`config.mk`:
```
export PLATFORM = sky130hd
export DESIGN_NAME = sac_anti_clip
export DESIGN_NICKNAME = d
export VERILOG_FILES = /design/src/hdl/sac_pkg.sv /design/src/hdl/sac_anti_clip.sv /design/src/hdl/sac_step_timer.sv
export SDC_FILE = /design/constraint.sdc
export NUM_CORES = 1
export LEC_CHECK = 0
export BUFFER_PORTS_ARGS = -buffer_cell sky130_fd_sc_hd__buf_2
export CORE_MARGIN = 4
export CORE_UTILIZATION = 40
export CTS_BUF_LIST = sky130_fd_sc_hd__clkbuf_8
export CTS_CLUSTER_DIAMETER = 30
export CTS_CLUSTER_SIZE = 8
export DETAILED_ROUTE_END_ITERATION = 16
export MAX_ROUTING_LAYER = met4
export PLACE_DENSITY = 0.65
export SYNTH_ARGS = -nofsm -noshare
export SYNTH_HDL_FRONTEND = slang
export SYNTH_SLANG_ARGS = --single-unit
```
`constraint.sdc`:
```
create_clock -name clk -period 8.5 [get_ports clk]
set_input_delay 1.7 -clock clk [delete_from_list [all_inputs] [get_ports clk]]
set_output_delay 1.7 -clock clk [all_outputs]
set_load 0.1 [all_outputs]
```
`src/hdl/sac_pkg.sv`:
```
/*
 * Constants, field layout and rate tables of the speaker anti-clip gain
 * control. Assumes a 200 MHz block clock; levels arrive in millivolts.
 */
package sac_pkg;

    // ****************************************************************
    // Clock and step geometry
    // ****************************************************************
    localparam int SAC_CLK_MHZ = 200;
    localparam int SAC_STEPS_PER_6DB = 12;  // 6 dB in 0.5 dB steps
    localparam int SAC_TMR_W = 27;
    localparam int SAC_MV_W = 13;
    localparam int SAC_HR_W = 14;
    localparam int SAC_VOL_W = 6;
    localparam int SAC_ATT_W = 7;           // Attenuation in 0.5 dB units
    localparam int SAC_PEND_W = 4;

    // ****************************************************************
    // Control register
    // ****************************************************************
    localparam logic [7:0] SAC_CTRL_OFS = 8'h62;
    localparam int SAC_ENA_BIT = 15;
    localparam int SAC_THR_LSB = 8;
    localparam int SAC_ATK_LSB = 4;
    localparam int SAC_DCY_LSB = 0;
    localparam logic [15:0] SAC_CTRL_MASK = 16'h8f77;
    localparam logic [15:0] SAC_CTRL_RST = 16'h8640;
    localparam logic [3:0] SAC_THR_100MV = 4'h6;

    // ****************************************************************
    // Headroom thresholds in mV, indexed by code
    // ****************************************************************
    localparam logic signed [SAC_HR_W-1:0] SAC_THR_MV [16] = '{
        -14'sd200, -14'sd150, -14'sd100, -14'sd50, 14'sd0, 14'sd50,
        14'sd100, 14'sd150, 14'sd200, 14'sd250, 14'sd300, 14'sd400,
        14'sd500, 14'sd600, 14'sd700, 14'sd800};

    // ****************************************************************
    // Rates in microseconds per 6 dB, and cycles per 0.5 dB step
    // ****************************************************************
    typedef int sac_tbl_t [8];
    localparam sac_tbl_t SAC_ATK_US = '{600, 5400, 10200, 15000, 19800,
        24600, 29400, 34100};
    localparam sac_tbl_t SAC_DCY_US = '{120000, 480000, 820000, 1170000,
        1640000, 2050000, 2730000, 4100000};
    localparam sac_tbl_t SAC_PDCY_US = '{1080000, 1200000, 1320000,
        1680000, 2040000, 2760000, 4080000, 4080000};

    function automatic sac_tbl_t sac_to_cycles(sac_tbl_t us);
        sac_tbl_t c;
        for (int i = 0; i < 8; i++) begin
            c[i] = us[i] * SAC_CLK_MHZ / SAC_STEPS_PER_6DB;
            if (c[i] < 1) begin
                c[i] = 1;
            end
        end
        return c;
    endfunction

    localparam sac_tbl_t SAC_ATK_CYC = sac_to_cycles(SAC_ATK_US);
    localparam sac_tbl_t SAC_DCY_CYC = sac_to_cycles(SAC_DCY_US);
    localparam sac_tbl_t SAC_PDCY_CYC = sac_to_cycles(SAC_PDCY_US);

    // ****************************************************************
    // Gain control states
    // ****************************************************************
    typedef enum logic [2:0] {
        SAC_IDLE = 3'b001,
        SAC_ATTACK = 3'b010,
        SAC_DECAY = 3'b100
    } sac_state_t;

endpackage

```
`src/hdl/sac_anti_clip.sv`:
```
/*
 * Speaker anti-clip gain control: headroom detection, attack and decay
 * of a 0.5 dB attenuation applied at zero crossings.
 * Assumes synchronous inputs, a zero-cross pulse from the gain stage and
 * a power-limit flag from the neighbouring detector.
 */
// Operation
// - Headroom is supply minus level; below threshold requests attenuation.
// - Bit 15 enables detection, resets to one, zero disables requests.
// - Threshold field bits 11:8, resets to 0110 meaning 100 mV.
// - Threshold codes span -200 mV to 800 mV, 50 mV steps low.
// - Anti-clip triggered reduction uses the attack field rate.
// - After the violation clears, gain recovers at the decay field rate.
// - Concurrent power limit: clip attack rate, power-limit decay rate.
// - Attack field bits 6:4, reset 100; 000 is 0.6, 111 is 34.1 ms.
// - Attack codes 001 to 110 give 5.4 to 29.4 ms per 6 dB.
// - Decay field bits 2:0, reset 000; 120 ms up to 4100 ms.
// - Decay codes 001 to 110 give 480 to 2730 ms per 6 dB.
// - Everything acts only while the master gain control enable is set.
// - Gain changes only at zero crossings; ramp picks one or many steps.
// - Steps are 0.5 dB; never above volume, never below the floor.
`timescale 1ns/1ps
`default_nettype none
module sac_anti_clip #(
    parameter int ATK_CYC [8] = sac_pkg::SAC_ATK_CYC,
    parameter int DCY_CYC [8] = sac_pkg::SAC_DCY_CYC,
    parameter int PDCY_CYC [8] = sac_pkg::SAC_PDCY_CYC
) (
    input wire logic clk,
    input wire logic srst,
    input wire logic ce,
    input wire logic regWrEn,
    input wire logic regRdEn,
    input wire logic [7:0] regAddr,
    input wire logic [15:0] regWrData,
    output logic [15:0] regRdData,
    input wire logic gainControlMasterEnable,
    input wire logic singleStepPerCrossing,
    input wire logic [sac_pkg::SAC_VOL_W-1:0] gainFloorCode,
    input wire logic [sac_pkg::SAC_VOL_W-1:0] speakerVolumeCode,
    input wire logic [2:0] powerLimitDecayRate,
    input wire logic powerLimitActive,
    input wire logic [sac_pkg::SAC_MV_W-1:0] speakerSupplyMv,
    input wire logic [sac_pkg::SAC_MV_W-1:0] outputLevelMv,
    input wire logic zeroCross,
    output logic [sac_pkg::SAC_ATT_W-1:0] speakerGainHalfDb,
    output logic [sac_pkg::SAC_ATT_W-1:0] attenuationHalfDb,
    output logic headroomViolation,
    output logic clipAttackActive
);
    import sac_pkg::*;

    // ****************************************************************
    // Control register
    // ****************************************************************
    logic [15:0] ctrl_r;
    logic [15:0] rdData_r;
    wire ctrlHit = (regAddr == SAC_CTRL_OFS);
    wire headroomGuardEnable = ctrl_r[SAC_ENA_BIT];
    wire [3:0] headroomThresholdCode = ctrl_r[SAC_THR_LSB +: 4];
    wire [2:0] headroomAttackRate = ctrl_r[SAC_ATK_LSB +: 3];
    wire [2:0] headroomDecayRate = ctrl_r[SAC_DCY_LSB +: 3];

    // Writes keep only defined bits; reads of other addresses give zero
    always_ff @(posedge clk) begin
        if (srst) begin
            ctrl_r <= SAC_CTRL_RST;
            rdData_r <= '0;
        end else if (ce) begin
            if (regWrEn && ctrlHit) begin
                ctrl_r <= regWrData & SAC_CTRL_MASK;
            end
            if (regRdEn) begin
                rdData_r <= ctrlHit ? ctrl_r : 16'h0000;
            end
        end
    end
    assign regRdData = rdData_r;

    // ****************************************************************
    // Headroom detection
    // ****************************************************************
    wire signed [SAC_HR_W-1:0] headroomMv =
        $signed({1'b0, speakerSupplyMv}) - $signed({1'b0, outputLevelMv});
    wire signed [SAC_HR_W-1:0] thresholdMv =
        SAC_THR_MV[headroomThresholdCode];
    wire clipDetect = gainControlMasterEnable && headroomGuardEnable
        && (headroomMv < thresholdMv);

    // ****************************************************************
    // Gain limits in 0.5 dB units
    // ****************************************************************
    wire [SAC_ATT_W-1:0] volHalf = {1'b0, speakerVolumeCode} << 1;
    wire [SAC_ATT_W-1:0] floorHalf = {1'b0, gainFloorCode} << 1;
    wire [SAC_ATT_W-1:0] maxAtten =
        (volHalf > floorHalf) ? volHalf - floorHalf : '0;

    // ****************************************************************
    // State machine
    // ****************************************************************
    sac_state_t state_r;
    sac_state_t stateNxt;
    logic [SAC_ATT_W-1:0] atten_r;
    logic [SAC_ATT_W-1:0] attenNxt;
    logic pwrSeen_r;

    // Next state from detection and remaining attenuation
    always_comb begin
        stateNxt = state_r;
        case (state_r)
            SAC_IDLE: begin
                if (clipDetect) begin
                    stateNxt = SAC_ATTACK;
                end
            end
            SAC_ATTACK: begin
                if (!clipDetect) begin
                    stateNxt = (attenNxt != '0) ? SAC_DECAY : SAC_IDLE;
                end
            end
            SAC_DECAY: begin
                if (clipDetect) begin
                    stateNxt = SAC_ATTACK;
                end else if (atten_r == '0) begin
                    stateNxt = SAC_IDLE;
                end
            end
            default: begin
                stateNxt = SAC_IDLE;
            end
        endcase
        if (!gainControlMasterEnable) begin
            stateNxt = SAC_IDLE;
        end
    end

    // ****************************************************************
    // Step timer and rate selection
    // ****************************************************************
    wire inAttack = (state_r == SAC_ATTACK);
    wire inDecay = (state_r == SAC_DECAY);
    wire stateChange = (stateNxt != state_r);
    wire useClipDecay = !(pwrSeen_r || powerLimitActive);
    wire [SAC_TMR_W-1:0] atkPeriod =
        SAC_TMR_W'(ATK_CYC[headroomAttackRate]);
    wire [SAC_TMR_W-1:0] dcyPeriod = useClipDecay
        ? SAC_TMR_W'(DCY_CYC[headroomDecayRate])
        : SAC_TMR_W'(PDCY_CYC[powerLimitDecayRate]);
    wire [SAC_TMR_W-1:0] stepPeriod = inAttack ? atkPeriod : dcyPeriod;
    wire stepTick;

    // Restart on every transition, so a new violation times afresh
    sac_step_timer u_timer (
        .clk(clk),
        .srst(srst),
        .ce(ce),
        .run(inAttack || inDecay),
        .restart(stateChange),
        .period(stepPeriod),
        .tick(stepTick)
    );

    // ****************************************************************
    // Pending steps, applied at zero crossings
    // ****************************************************************
    logic [SAC_PEND_W-1:0] pend_r;
    logic [SAC_PEND_W-1:0] pendNxt;
    wire pendFull = (pend_r == {SAC_PEND_W{1'b1}});
    wire [SAC_PEND_W-1:0] applied = !zeroCross ? '0
        : (singleStepPerCrossing && pend_r != '0) ? SAC_PEND_W'(1)
        : pend_r;
    wire [SAC_ATT_W-1:0] appliedW = SAC_ATT_W'(applied);
    wire [SAC_ATT_W:0] attenUp = {1'b0, atten_r} + {1'b0, appliedW};

    // Tick counted in the same cycle as a crossing is not lost
    always_comb begin
        pendNxt = pend_r - applied;
        if (stepTick && !pendFull) begin
            pendNxt = pendNxt + 1'b1;
        end
        if (stateChange) begin
            pendNxt = '0;
        end
    end

    // Attenuation moves only by applied steps, within the limits
    always_comb begin
        attenNxt = atten_r;
        if (inAttack) begin
            attenNxt = (attenUp > {1'b0, maxAtten}) ? maxAtten
                : attenUp[SAC_ATT_W-1:0];
        end else if (inDecay) begin
            attenNxt = (appliedW >= atten_r) ? '0
                : atten_r - appliedW;
        end
        if (attenNxt > maxAtten) begin
            attenNxt = maxAtten;
        end
        if (!gainControlMasterEnable) begin
            attenNxt = '0;
        end
    end

    // ****************************************************************
    // State registers
    // ****************************************************************
    always_ff @(posedge clk) begin
        if (srst) begin
            state_r <= SAC_IDLE;
            atten_r <= '0;
            pend_r <= '0;
            pwrSeen_r <= 1'b0;
        end else if (ce) begin
            state_r <= stateNxt;
            atten_r <= attenNxt;
            pend_r <= pendNxt;
            if (stateNxt == SAC_IDLE) begin
                pwrSeen_r <= 1'b0;
            end else if (inAttack && powerLimitActive) begin
                pwrSeen_r <= 1'b1;
            end
        end
    end

    // Registered status and gain to the speaker stage
    logic [SAC_ATT_W-1:0] gain_r;
    logic viol_r;
    always_ff @(posedge clk) begin
        if (srst) begin
            gain_r <= '0;
            viol_r <= 1'b0;
        end else if (ce) begin
            gain_r <= volHalf - attenNxt;
            viol_r <= clipDetect;
        end
    end
    assign speakerGainHalfDb = gain_r;
    assign attenuationHalfDb = atten_r;
    assign headroomViolation = viol_r;
    assign clipAttackActive = inAttack;

    // ****************************************************************
    // Checks
    // ****************************************************************
    property p_violation_starts_attack;
        @(posedge clk) disable iff (srst)
        ce && clipDetect |=> state_r == SAC_ATTACK;
    endproperty
    a_violation_starts_attack: assert property (p_violation_starts_attack)
        else $error("violation did not start attack");

    property p_guard_off;
        @(posedge clk) disable iff (srst)
        ce && (!headroomGuardEnable || !gainControlMasterEnable)
            |=> !headroomViolation;
    endproperty
    a_guard_off: assert property (p_guard_off)
        else $error("detection while disabled");

    property p_thr_default;
        @(posedge clk) disable iff (srst)
        headroomThresholdCode == SAC_THR_100MV |-> thresholdMv == 14'sd100;
    endproperty
    a_thr_default: assert property (p_thr_default)
        else $error("threshold code 0110 is not 100 mV");

    property p_attack_period;
        @(posedge clk) disable iff (srst)
        inAttack |-> stepPeriod == SAC_TMR_W'(ATK_CYC[headroomAttackRate]);
    endproperty
    a_attack_period: assert property (p_attack_period)
        else $error("attack rate not from attack field");

    property p_concurrent_decay;
        @(posedge clk) disable iff (srst)
        inDecay && pwrSeen_r |->
            stepPeriod == SAC_TMR_W'(PDCY_CYC[powerLimitDecayRate]);
    endproperty
    a_concurrent_decay: assert property (p_concurrent_decay)
        else $error("concurrent decay not at power-limit rate");

    property p_master_off;
        @(posedge clk) disable iff (srst)
        ce && !gainControlMasterEnable |=> atten_r == '0 && !inAttack;
    endproperty
    a_master_off: assert property (p_master_off)
        else $error("attenuation while master off");

    property p_zero_cross_only;
        @(posedge clk) disable iff (srst)
        ce && !zeroCross && gainControlMasterEnable && atten_r <= maxAtten
            && $stable(maxAtten) |=> $stable(atten_r);
    endproperty
    a_zero_cross_only: assert property (p_zero_cross_only)
        else $error("gain moved without zero crossing");

    property p_single_step;
        @(posedge clk) disable iff (srst)
        ce && singleStepPerCrossing && gainControlMasterEnable
            && atten_r <= maxAtten && $stable(maxAtten) |=>
            atten_r - $past(atten_r) <= 7'h01
            || $past(atten_r) - atten_r <= 7'h01;
    endproperty
    a_single_step: assert property (p_single_step)
        else $error("more than one step per crossing");

    property p_limits;
        @(posedge clk) disable iff (srst)
        ce |=> atten_r <= $past(maxAtten);
    endproperty
    a_limits: assert property (p_limits)
        else $error("attenuation beyond floor");

    property p_decay_ends;
        @(posedge clk) disable iff (srst)
        ce && inDecay && atten_r == '0 && !clipDetect
            |=> state_r == SAC_IDLE;
    endproperty
    a_decay_ends: assert property (p_decay_ends)
        else $error("decay did not stop at volume");

endmodule
`default_nettype wire

```
`src/hdl/sac_step_timer.sv`:
```
/*
 * Step timer: one tick every period cycles while running.
 * Assumes period is at least one and is held while running.
 */
`timescale 1ns/1ps
`default_nettype none
module sac_step_timer (
    input wire logic clk,
    input wire logic srst,
    input wire logic ce,
    input wire logic run,
    input wire logic restart,
    input wire logic [sac_pkg::SAC_TMR_W-1:0] period,
    output logic tick
);
    import sac_pkg::*;

    logic [SAC_TMR_W-1:0] count_r;
    wire atZero = (count_r == '0);

    // Tick at the end of each period
    assign tick = run && !restart && atZero;

    // Reload on restart, idle or expiry, otherwise count down
    always_ff @(posedge clk) begin
        if (srst) begin
            count_r <= '0;
        end else if (ce) begin
            if (restart || !run || atZero) begin
                count_r <= period - 1'b1;
            end else begin
                count_r <= count_r - 1'b1;
            end
        end
    end

endmodule
`default_nettype wire

```
Yosys cells after proc, flatten, opt, wreduce, memory -nomap -nowiden
Memory sizes are Yosys's and may differ from the RTL's.
Cells that the tools add are included.
W data, S select, Z words.

word-level totals
  output and inout port bits = 32
  ROM bits = 992
  word-level logic and storage cells = 97
  register bits = 77
  memories kept = 4
  input bits = 74

memory list
  name              depth  bits a word  read ports  clocked after Yosys merged registers in  write ports  RTL line              source
  (name not given)  8      32           1           0                                        0            sac_anti_clip.sv:148  : SAC_TMR_W'(PDCY_CYC[powerLimitDecayRate]);
  (name not given)  8      32           1           0                                        0            sac_anti_clip.sv:147  ? SAC_TMR_W'(DCY_CYC[headroomDecayRate])
  (name not given)  8      32           1           0                                        0            sac_anti_clip.sv:145  SAC_TMR_W'(ATK_CYC[headroomAttackRate]);
  (name not given)  16     14           1           0                                        0            sac_anti_clip.sv:86   SAC_THR_MV[headroomThresholdCode];

cells by class
  muxes and demuxes = 32
  bitwise gates (word level) = 4
  add/sub/neg operators = 9
  eq/ne operators = 7
  magnitude comparators = 9
  reductions and logical operators = 23

operators with widths
  cell                     number
  $mux W27                 9
  $sub A27 B1 Y27 const B  2
  $mux W7                  7
  $mux W14                 2
  $logic_not A27 Y1        1
  $mux W3                  6
  $mux W16                 1
  $mux W4                  4
  $gt A7 B7 Y1             2
  $lt A14 B14 Y1           1
  $sub A13 B13 Y14         1
  $sub A7 B7 Y7            2
  $ge A4 B4 Y1 const B     3
  $not A3 Y4               3
  $pmux W3 S3              1
  $add A7 B4 Y8            1
  $eq A8 B7 Y1 const B     1
  $gt A8 B7 Y1             1
  $logic_and A1 B1 Y1      8
  $ge A4 B7 Y1             1
  $logic_not A7 Y1         1
  $reduce_bool A7 Y1       1
  $sub A7 B4 Y7            1
  $eq A3 B1 Y1 const B     2
  14 further kinds         22

Depth between registers and ports, before layout
Gate-level depths: netlist of run 1.

  depth after elaboration = 23
  mapped depth = 34
  gate-level depth less buffers = 34

Cells and area by module
Synthesis of run 1 repeated with hierarchy kept, for this count alone.

unflattened totals
  cell total of the unflattened synthesis = 1098
  area total of the unflattened synthesis = 7995.2 um^2

modules (own cells, without submodules)
  module          area each (um^2)  instances  cells an instance  sequential area each (um^2)
  sac_anti_clip   5680.4            1          784                880.8
  sac_step_timer  2314.7            1          314                540.5

Worst setup path before layout of run 1
Ideal clock, no wire load.

  path type = input-to-reg
  from = input speakerVolumeCode[0] in the netlist's numbering
  to = register gain_r[6] (netlist: speakerGainHalfDb[6])
  arrival = 7632 ps
  setup slack = 801 ps
  setup time = 67 ps
  required time = 8433 ps
  stages on the path = 30
  path buffers = 0
  path through = inv_1 > ha_1 > inv_1 > fa_1 > a211oi_1 > nor2_1 > or4_1 > ha_1 > a211o_1 > o31a_1 > nor2_1 > a32oi_1 > o21ai_0 > ha_1 > a21o_1 > a21o_1 > a221oi_1 > o21ba_2 > o21ai_0 > nand2_1 > fa_1 > nand2_1 > nand2_1 > a21oi_1 > o21bai_1 > a21oi_1 > xnor2_1 > xnor2_1 > mux2i_1 > nor2_1

on the way
  cells in the longest elaborated chain, start to end = 9
  elaborated cells on any way between the ends = 10
  classes of those cells = add/sub: 2; order compare: 3; mux: 5

ends and longest elaborated chain
  element                                        RTL line              source
  from (decl)                                    sac_anti_clip.sv:40   input wire logic [sac_pkg::SAC_VOL_W-1:0] speakerVolumeCode,
  $sub A7 B7 Y7 or $gt A7 B7 Y1 (tied branches)  sac_anti_clip.sv:96   (volHalf > floorHalf) ? volHalf - floorHalf : '0;
  $mux W7                                        sac_anti_clip.sv:96
  $gt A8 B7 Y1                                   sac_anti_clip.sv:190  attenNxt = (attenUp > {1'b0, maxAtten}) ? maxAtten
  $mux W7                                        sac_anti_clip.sv:190
  $mux W7                                        sac_anti_clip.sv:189  if (inAttack) begin
  $gt A7 B7 Y1                                   sac_anti_clip.sv:196  if (attenNxt > maxAtten) begin
  $mux W7                                        sac_anti_clip.sv:196
  $mux W7                                        sac_anti_clip.sv:199  if (!gainControlMasterEnable) begin
  $sub A7 B7 Y7 *                                sac_anti_clip.sv:233  gain_r <= volHalf - attenNxt;
  to (signal assigned)                           sac_anti_clip.sv:233
  to (decl)                                      sac_anti_clip.sv:226  logic [SAC_ATT_W-1:0] gain_r;

Mark *: on every way between the ends. The rest lies on a longest branch, timed or not.
A chain may end at the register's enable or synchronous reset.

Final worst setup path of run 1
Ends and elaborated chain as after synthesis.

==> run summary, run 1 <==
Pre-CTS setup slack -> 0.176 ns
Seq pwr share -> 34.3%
Most frequent CP cell -> ha_1
Minimum clock period -> 7.99 ns
Syn-to-layout area delta -> 10.4%
Critical path capture point type -> flip-flop
Pwr Total -> 0.00106 W
DRC -> 0
DRT Pass-1 Iters -> 5
Largest net degree at the start of global routing -> 67
Ys async rst share -> 0%
Grt ovf -> 0
Hold Path End -> regRdData[0]
H-tree levels -> 3
Synth cell count leaders -> nand2_1, nor2_1, a21oi_1
Clock power share -> 30.8%
Via-to-Cell Ratio -> 5.72
Relative slew slack -> 36.9%
Internal power -> 0.000661 W
Clock transition at path regs -> 0.09 ns
Setup Crit Path Kind -> in -> reg
Slowest cell on the critical path -> or4_1
Max-cap violations -> 0
Setup TNS -> 0 ns
CP Launch Type -> input pin
P_sw -> 0.000396 W
Dpl cell area -> 8280 um2
Sequential fraction of the synthesis area -> 18.5%
DP HPWL -> 15800 um
Yosys cell types -> 87
Antenna violations before repair -> 0
Final Max Slew Viols -> 0
CP required -> 8.75 ns
Sink Count -> 71
Max Clk Rate -> 0.125 GHz
Hold Path Class -> reg -> reg
Final setup fails -> 0
Clk buf depth -> 2
Combinational share of power -> 34.9%
Worst-path maximum fanout -> 6
Max VDD drop -> 0.0000620 V
Reg2Reg Depth -> 31
Worst EP arrival -> 8.24 ns
Initial core utilization -> 40.9%
Total Wirelength -> 21300 um
Mapped Area -> 7700 um2
Most common cell in the synthesized netlist -> nand2_1
Non-Filler Instances -> 1373
Vias in the first global route -> 7037
Worst reg2reg endpoint -> speakerGainHalfDb[6]
Die area -> 21500 um2
Final Net Count -> 1261
Synth Instances -> 1058
GR Util All Layers -> 19.9%
Die X -> 147 um
IO Port Bufs -> 95
Power per Cell Area -> 124 nW/um2
Num rows -> 50
Top_reg_cell synth -> dfxtp_1
Core area -> 18800 um2
Net Sw Frac -> 37.4%
DRT iter0 DRCs -> 529
Setup bufs post-CTS -> 0
Hold Path Depth -> 2
Dpl cells -> 1357
Cts hold-fix bufs -> 0
Clock Tree Root -> clkbuf_8
Die H -> 147 um
Outcome -> finished, final reports clean
Ratio of cells with drive above 1 in the final layout -> 13.3%
Final Cell Area -> 8500 um2
Post-synth EDFFs -> 0
Mapped Avg Cell Area -> 7.28 um2
Crit path largest cell delay -> 0.58 ns
Final ANT Viol Nets -> 0
Area share of the largest cell type after synthesis -> 18.5%
Setup Skew -> 0.0183 ns
Slew of the pin with the lowest slew margin -> 0.946 ns
Post-cts gate resize count -> 0
Yosys reg bits -> 71
Via count -> 7860
RR Startpoint -> pend_r[1]
Top cells by area, synth -> dfxtp_1, ha_1, nand2_1
Clk Latency, worst-skew pair -> 0.38 ns
Fin. Hold Viols -> 0
Leak Pwr -> 3.69 nW
CTS tree -> yes
Fin crit share -> 94.0%
Setup ws final -> 0.506 ns
Placer Congestion -> 0.930
Unrepaired setup endpoints after global routing -> no
FF-to-FF setup slack -> 1.71 ns
Clock buffer count from CTS -> 9
# IOs -> 106
Syn. warnings -> 0
Ant. Diodes -> 0
Area leader, netlist -> dfxtp_1
Global-route wire length before repair -> 35200 um
Hold_sp -> regRdData[0]
Routed wire per std cell -> 15.5 um
==> cell type report <==
class | count | area, um2
tap | 260 | 325
clock buffer | 10 | 138
sequential | 71 | 1420
inverter | 67 | 251
fill | 1896 | 10300
clock inverter | 6 | 91.3
timing repair buffer | 104 | 543
multi-input combinational | 855 | 5730
==> power by group through the flow <==
stage,combinational [W],sequential [W],clock [W]
3_3_place_gp,0.000362,0.000369,0
3_5_place_dp,0.000365,0.000370,0
2_1_floorplan,0.000252,0.000400,0
4_1_cts,0.000367,0.000362,0.000334
6_report,0.000369,0.000362,0.000325
5_1_grt,0.000409,0.000365,0.000348
==> cells by family (layout without fill, tap and decap cells) <==
kind of cell / after synthesis / in the layout / synth area share, %
compound gates: 306 / 306 / 26.6
xor+xnor: 34 / 34 / 3.87
fa+ha+maj: 79 / 79 / 13.4
buf+inv: 136 / 187 / 7.28
flops: 71 / 71 / 18.5
mux: 38 / 38 / 5.36
other cells: 1 / 5 / 0.0487
simple gates: 393 / 393 / 24.9
==> registers in the layout, summed over array words and instances (netlist names) <==
| name | count |
|---|---|
| attenuationHalfDb | 7 |
| ctrl_r | 11 |
| headroomViolation | 1 |
| pend_r | 4 |
| pwrSeen_r | 1 |
| regRdData | 11 |
| speakerGainHalfDb | 6 |
| state_r | 3 |
| u_timer.count_r | 27 |
==> through the flow <==
stage,hold WS (ns),util [%]
2_1_floorplan,0.444,-
3_3_place_gp,0.436,43.9
3_5_place_dp,0.443,43.9
4_1_cts,0.452,45.2
5_1_grt,0.469,45.2
6_report,0.448,45.2
==> critical path: cells and delay by family <==
| family | cells | cell delay [ns] |
|---|---|---|
| buffers and inverters | 4 | 0.46 |
| AOI/OAI and AO/OA | 13 | 2.84 |
| adders and majority gates | 5 | 1.56 |
| muxes | 1 | 0.13 |
| xor gates and xnor gates | 2 | 0.23 |
| and+or+nand+nor | 7 | 1.30 |
==> layout by cell type (no fill, tap or decap), types with 26 or more instances in the layout <==
master   count
nand3_1     42
buf_2       95
a21oi_1     87
inv_1       66
nor2_1      88
mux2i_1     29
o21ai_0     60
dfxtp_1     71
ha_1        73
nor3_1      27
xnor2_1     26
nand2_1    120
==> worst max path at each step <==
| stage | cells past startpoint | slack, ns | to | start |
|---|---|---|---|---|
| after floorplan | 30 | 0.80 | speakerGainHalfDb[6] | speakerVolumeCode[0] |
| after global placement | 32 | 0.28 | speakerGainHalfDb[6] | speakerVolumeCode[0] |
| after detailed placement | 32 | 0.18 | speakerGainHalfDb[6] | speakerVolumeCode[0] |
| after CTS | 32 | 0.61 | speakerGainHalfDb[6] | speakerVolumeCode[0] |
| after global routing | 32 | 0.12 | speakerGainHalfDb[6] | speakerVolumeCode[0] |
| final | 32 | 0.51 | speakerGainHalfDb[6] | speakerVolumeCode[0] |
==> routing by layer <==
layer / track usage [%] / vias to the layer above / wire length [um]
met4: 5.17 / 0 / 365
li1: - / 3929 / -
met1: 27.8 / 3643 / 10300
met5: - / - / 0
met2: 30.1 / 260 / 9420
met3: 3.18 / 28 / 1170
(Power assumes the default switching activity.)
==> inputs of run 2 (changes only) <==
==> constraint.sdc (replaced) <==
create_clock -name clk -period 10 [get_ports clk]
set_input_delay 2 -clock clk [delete_from_list [all_inputs] [get_ports clk]]
set_output_delay 2 -clock clk [all_outputs]
set_load 0.1 [all_outputs]
==> run 2 against run 1 <==
Against the previous run: global-route usage fell by 0.084 points; highest routed layer unchanged; die area did not move; critical endpoint unchanged; combinational power fell by 17%; first-iteration DRC count fell by 10%; register-to-register slack improved by 1.3 ns.
==> run summary, run 2 (synthesis results as in run 1) <==
Fin crit share -> 86.4%
Top reg by flops -> u_timer.count_r (unchanged)
Setup TNS -> 0 ns (unchanged)
Utilization after layout -> 45.0% (was 45.2%)
Slowest cell on the critical path -> or4_1 (unchanged)
Clk buf depth -> 2 (unchanged)
Max VDD drop -> 0.0000633 V (was 0.0000620 V)
Clock transition at path regs -> 0.08 ns (was 0.09 ns)
Cts hold-fix bufs -> 0 (unchanged)
Vias in the first global route -> 7201 (was 7037)
Buffers & Inverters on Critical Path -> 3 (was 4)
Hold Path Class -> reg -> reg (unchanged)
Syn-to-layout area delta -> 10.0% (was 10.4%)
Ratio of cells with drive above 1 in the final layout -> 13.1% (was 13.3%)
Final ANT Viol Nets -> 0 (unchanged)
Clock buffer count from CTS -> 9 (unchanged)
Pwr Total -> 0.000879 W (was 0.00106 W)
Max reg flops -> 27 (unchanged)
Die X -> 147 um (unchanged)
Largest net degree at the start of global routing -> 67 (unchanged)
Unrepaired setup endpoints after global routing -> no (unchanged)
Final Net Count -> 1258 (was 1261)
Worst EP arrival -> 8.88 ns (was 8.24 ns)
Die area -> 21500 um2 (unchanged)
GR Util All Layers -> 19.8% (was 19.9%)
FF-to-FF setup slack -> 2.97 ns (was 1.71 ns)
Clock Tree Root -> clkbuf_8 (unchanged)
Grt ovf -> 0 (unchanged)
Power per Cell Area -> 104 nW/um2 (was 124 nW/um2)
Final Cell Area -> 8470 um2 (was 8500 um2)
Worst reg2reg endpoint -> speakerGainHalfDb[6] (unchanged)
DRC -> 0 (unchanged)
Minimum clock period -> 8.64 ns
Setup bufs post-CTS -> 0 (unchanged)
Worst-path maximum fanout -> 6 (unchanged)
Slew of the pin with the lowest slew margin -> 0.985 ns (was 0.946 ns)
CP Launch Type -> input pin (unchanged)
Post-cts gate resize count -> 0 (unchanged)
Leak Pwr -> 3.68 nW (was 3.69 nW)
Num rows -> 50 (unchanged)
Final setup fails -> 0 (unchanged)
Hold_sp -> regRdData[4] (was regRdData[0])
CP required -> 10.23 ns (was 8.75 ns)
Hold Path End -> regRdData[4] (was regRdData[0])
# IOs -> 106 (unchanged)
Initial core utilization -> 40.9% (unchanged)
DP HPWL -> 15700 um (was 15800 um)
Core area -> 18800 um2 (unchanged)
Ant. Diodes -> 0 (unchanged)
DRT Pass-1 Iters -> 5 (unchanged)
Setup Skew -> 0.0114 ns (was 0.0183 ns)
Outcome -> finished, final reports clean (unchanged)
IO Port Bufs -> 95 (unchanged)
Die H -> 147 um (unchanged)
Dpl cell area -> 8250 um2 (was 8280 um2)
Crit path largest cell delay -> 0.64 ns (was 0.58 ns)
Max Clk Rate -> 0.116 GHz
Hold Path Depth -> 2 (unchanged)
Total Wirelength -> 21000 um (was 21300 um)
Commonest non-fill, non-tap cell in the layout -> nand2_1 (unchanged)
Max-cap violations -> 0 (unchanged)
CTS tree -> yes (unchanged)
Relative slew slack -> 34.3% (was 36.9%)
Reg2Reg Depth -> 32 (was 31)
Critical path capture point type -> flip-flop (unchanged)
Via-to-Cell Ratio -> 5.67 (was 5.72)
Antenna violations before repair -> 0 (unchanged)
Placer Congestion -> 0.902 (was 0.930)
Worst hold slack -> 0.447 ns (was 0.448 ns)
Global-route wire length before repair -> 35300 um (was 35200 um)
Sink Count -> 71 (unchanged)
Setup Crit Path Kind -> in -> reg (unchanged)
Clk Latency, worst-skew pair -> 0.37 ns (was 0.38 ns)
Routed wire per std cell -> 15.4 um (was 15.5 um)
Fin. Hold Viols -> 0 (unchanged)
H-tree levels -> 3 (unchanged)
Via count -> 7763 (was 7860)
Most frequent cells in the layout -> nand2_1, buf_2, nor2_1 (unchanged)
Final Max Slew Viols -> 0 (unchanged)
RR Startpoint -> pend_r[1] (unchanged)
DRT iter0 DRCs -> 474 (was 529)
Crit-path leading delay family -> compound AO/OA/AOI/OAI gates (unchanged)
[run 2: changes by cell type in the layout (fill, tap and decap cells not counted), sizes merged]
cell,before,now
inv,67,66
buf,104,101
clkinv,4,5
[run 2: metal layers]
layer  vias to the layer above  share of wire [%]  track usage [%]
met1                      3569                 47             26.6
met5                         -                  0                -
met3                        28                6.2             3.55
met2                       246                 45             31.3
met4                         0                1.5             4.33
li1                       3920                  -                -
[run 2: power breakdown]
| group | leakage [nW] | internal (W) | switching, W | total, W |
|---|---|---|---|---|
| logic | 2.98 | 0.000116 | 0.000191 | 0.000307 |
| registers | 0.580 | 0.000294 | 0.0000139 | 0.000308 |
| clock network | 0.116 | 0.000146 | 0.000117 | 0.000264 |
| total | 3.68 | 0.000557 | 0.000322 | 0.000879 |
[run 2: how the worst max path moves through the flow]
| stage | start | end | slack [ns] | depth (start not counted) |
|---|---|---|---|---|
| after floorplan | speakerVolumeCode[0] | speakerGainHalfDb[6] | 2.00 | 30 |
| after global placement | speakerVolumeCode[0] | speakerGainHalfDb[6] | 1.13 | 30 |
| after detailed placement | speakerVolumeCode[0] | speakerGainHalfDb[6] | 1.05 | 31 |
| after CTS | speakerVolumeCode[0] | speakerGainHalfDb[6] | 1.43 | 31 |
| after global routing | speakerVolumeCode[0] | speakerGainHalfDb[6] | 0.74 | 30 |
| final | speakerVolumeCode[0] | speakerGainHalfDb[6] | 1.36 | 31 |
[run 2: worst register-to-register path: cells and delay by family (launching register included)]
kind / cells / cell delay (ns)
AOI/OAI and AO/OA: 15 / 3.51
adders and majority gates: 5 / 1.57
and+or+nand+nor: 8 / 0.72
xor gates and xnor gates: 3 / 0.53
DFF: 1 / 0.45
muxes: 1 / 0.13
[run 2: layout make-up]
| cell class | count | area, um2 |
|---|---|---|
| Multi-Input combinational cell | 855 | 5730 |
| Sequential cell | 71 | 1420 |
| Fill cell | 1951 | 10400 |
| Tap cell | 260 | 325 |
| Inverter | 67 | 251 |
| Timing Repair Buffer | 101 | 520 |
| Clock buffer | 10 | 138 |
| Clock inverter | 6 | 83.8 |
[run 2: per-stage QoR]
stage                     cells  worst slack [ns]
after floorplan            1062              2.00
after global placement     1354              1.13
after detailed placement   1354              1.05
after CTS                  1370              1.43
after global routing       1370             0.742
final                      1370              1.36
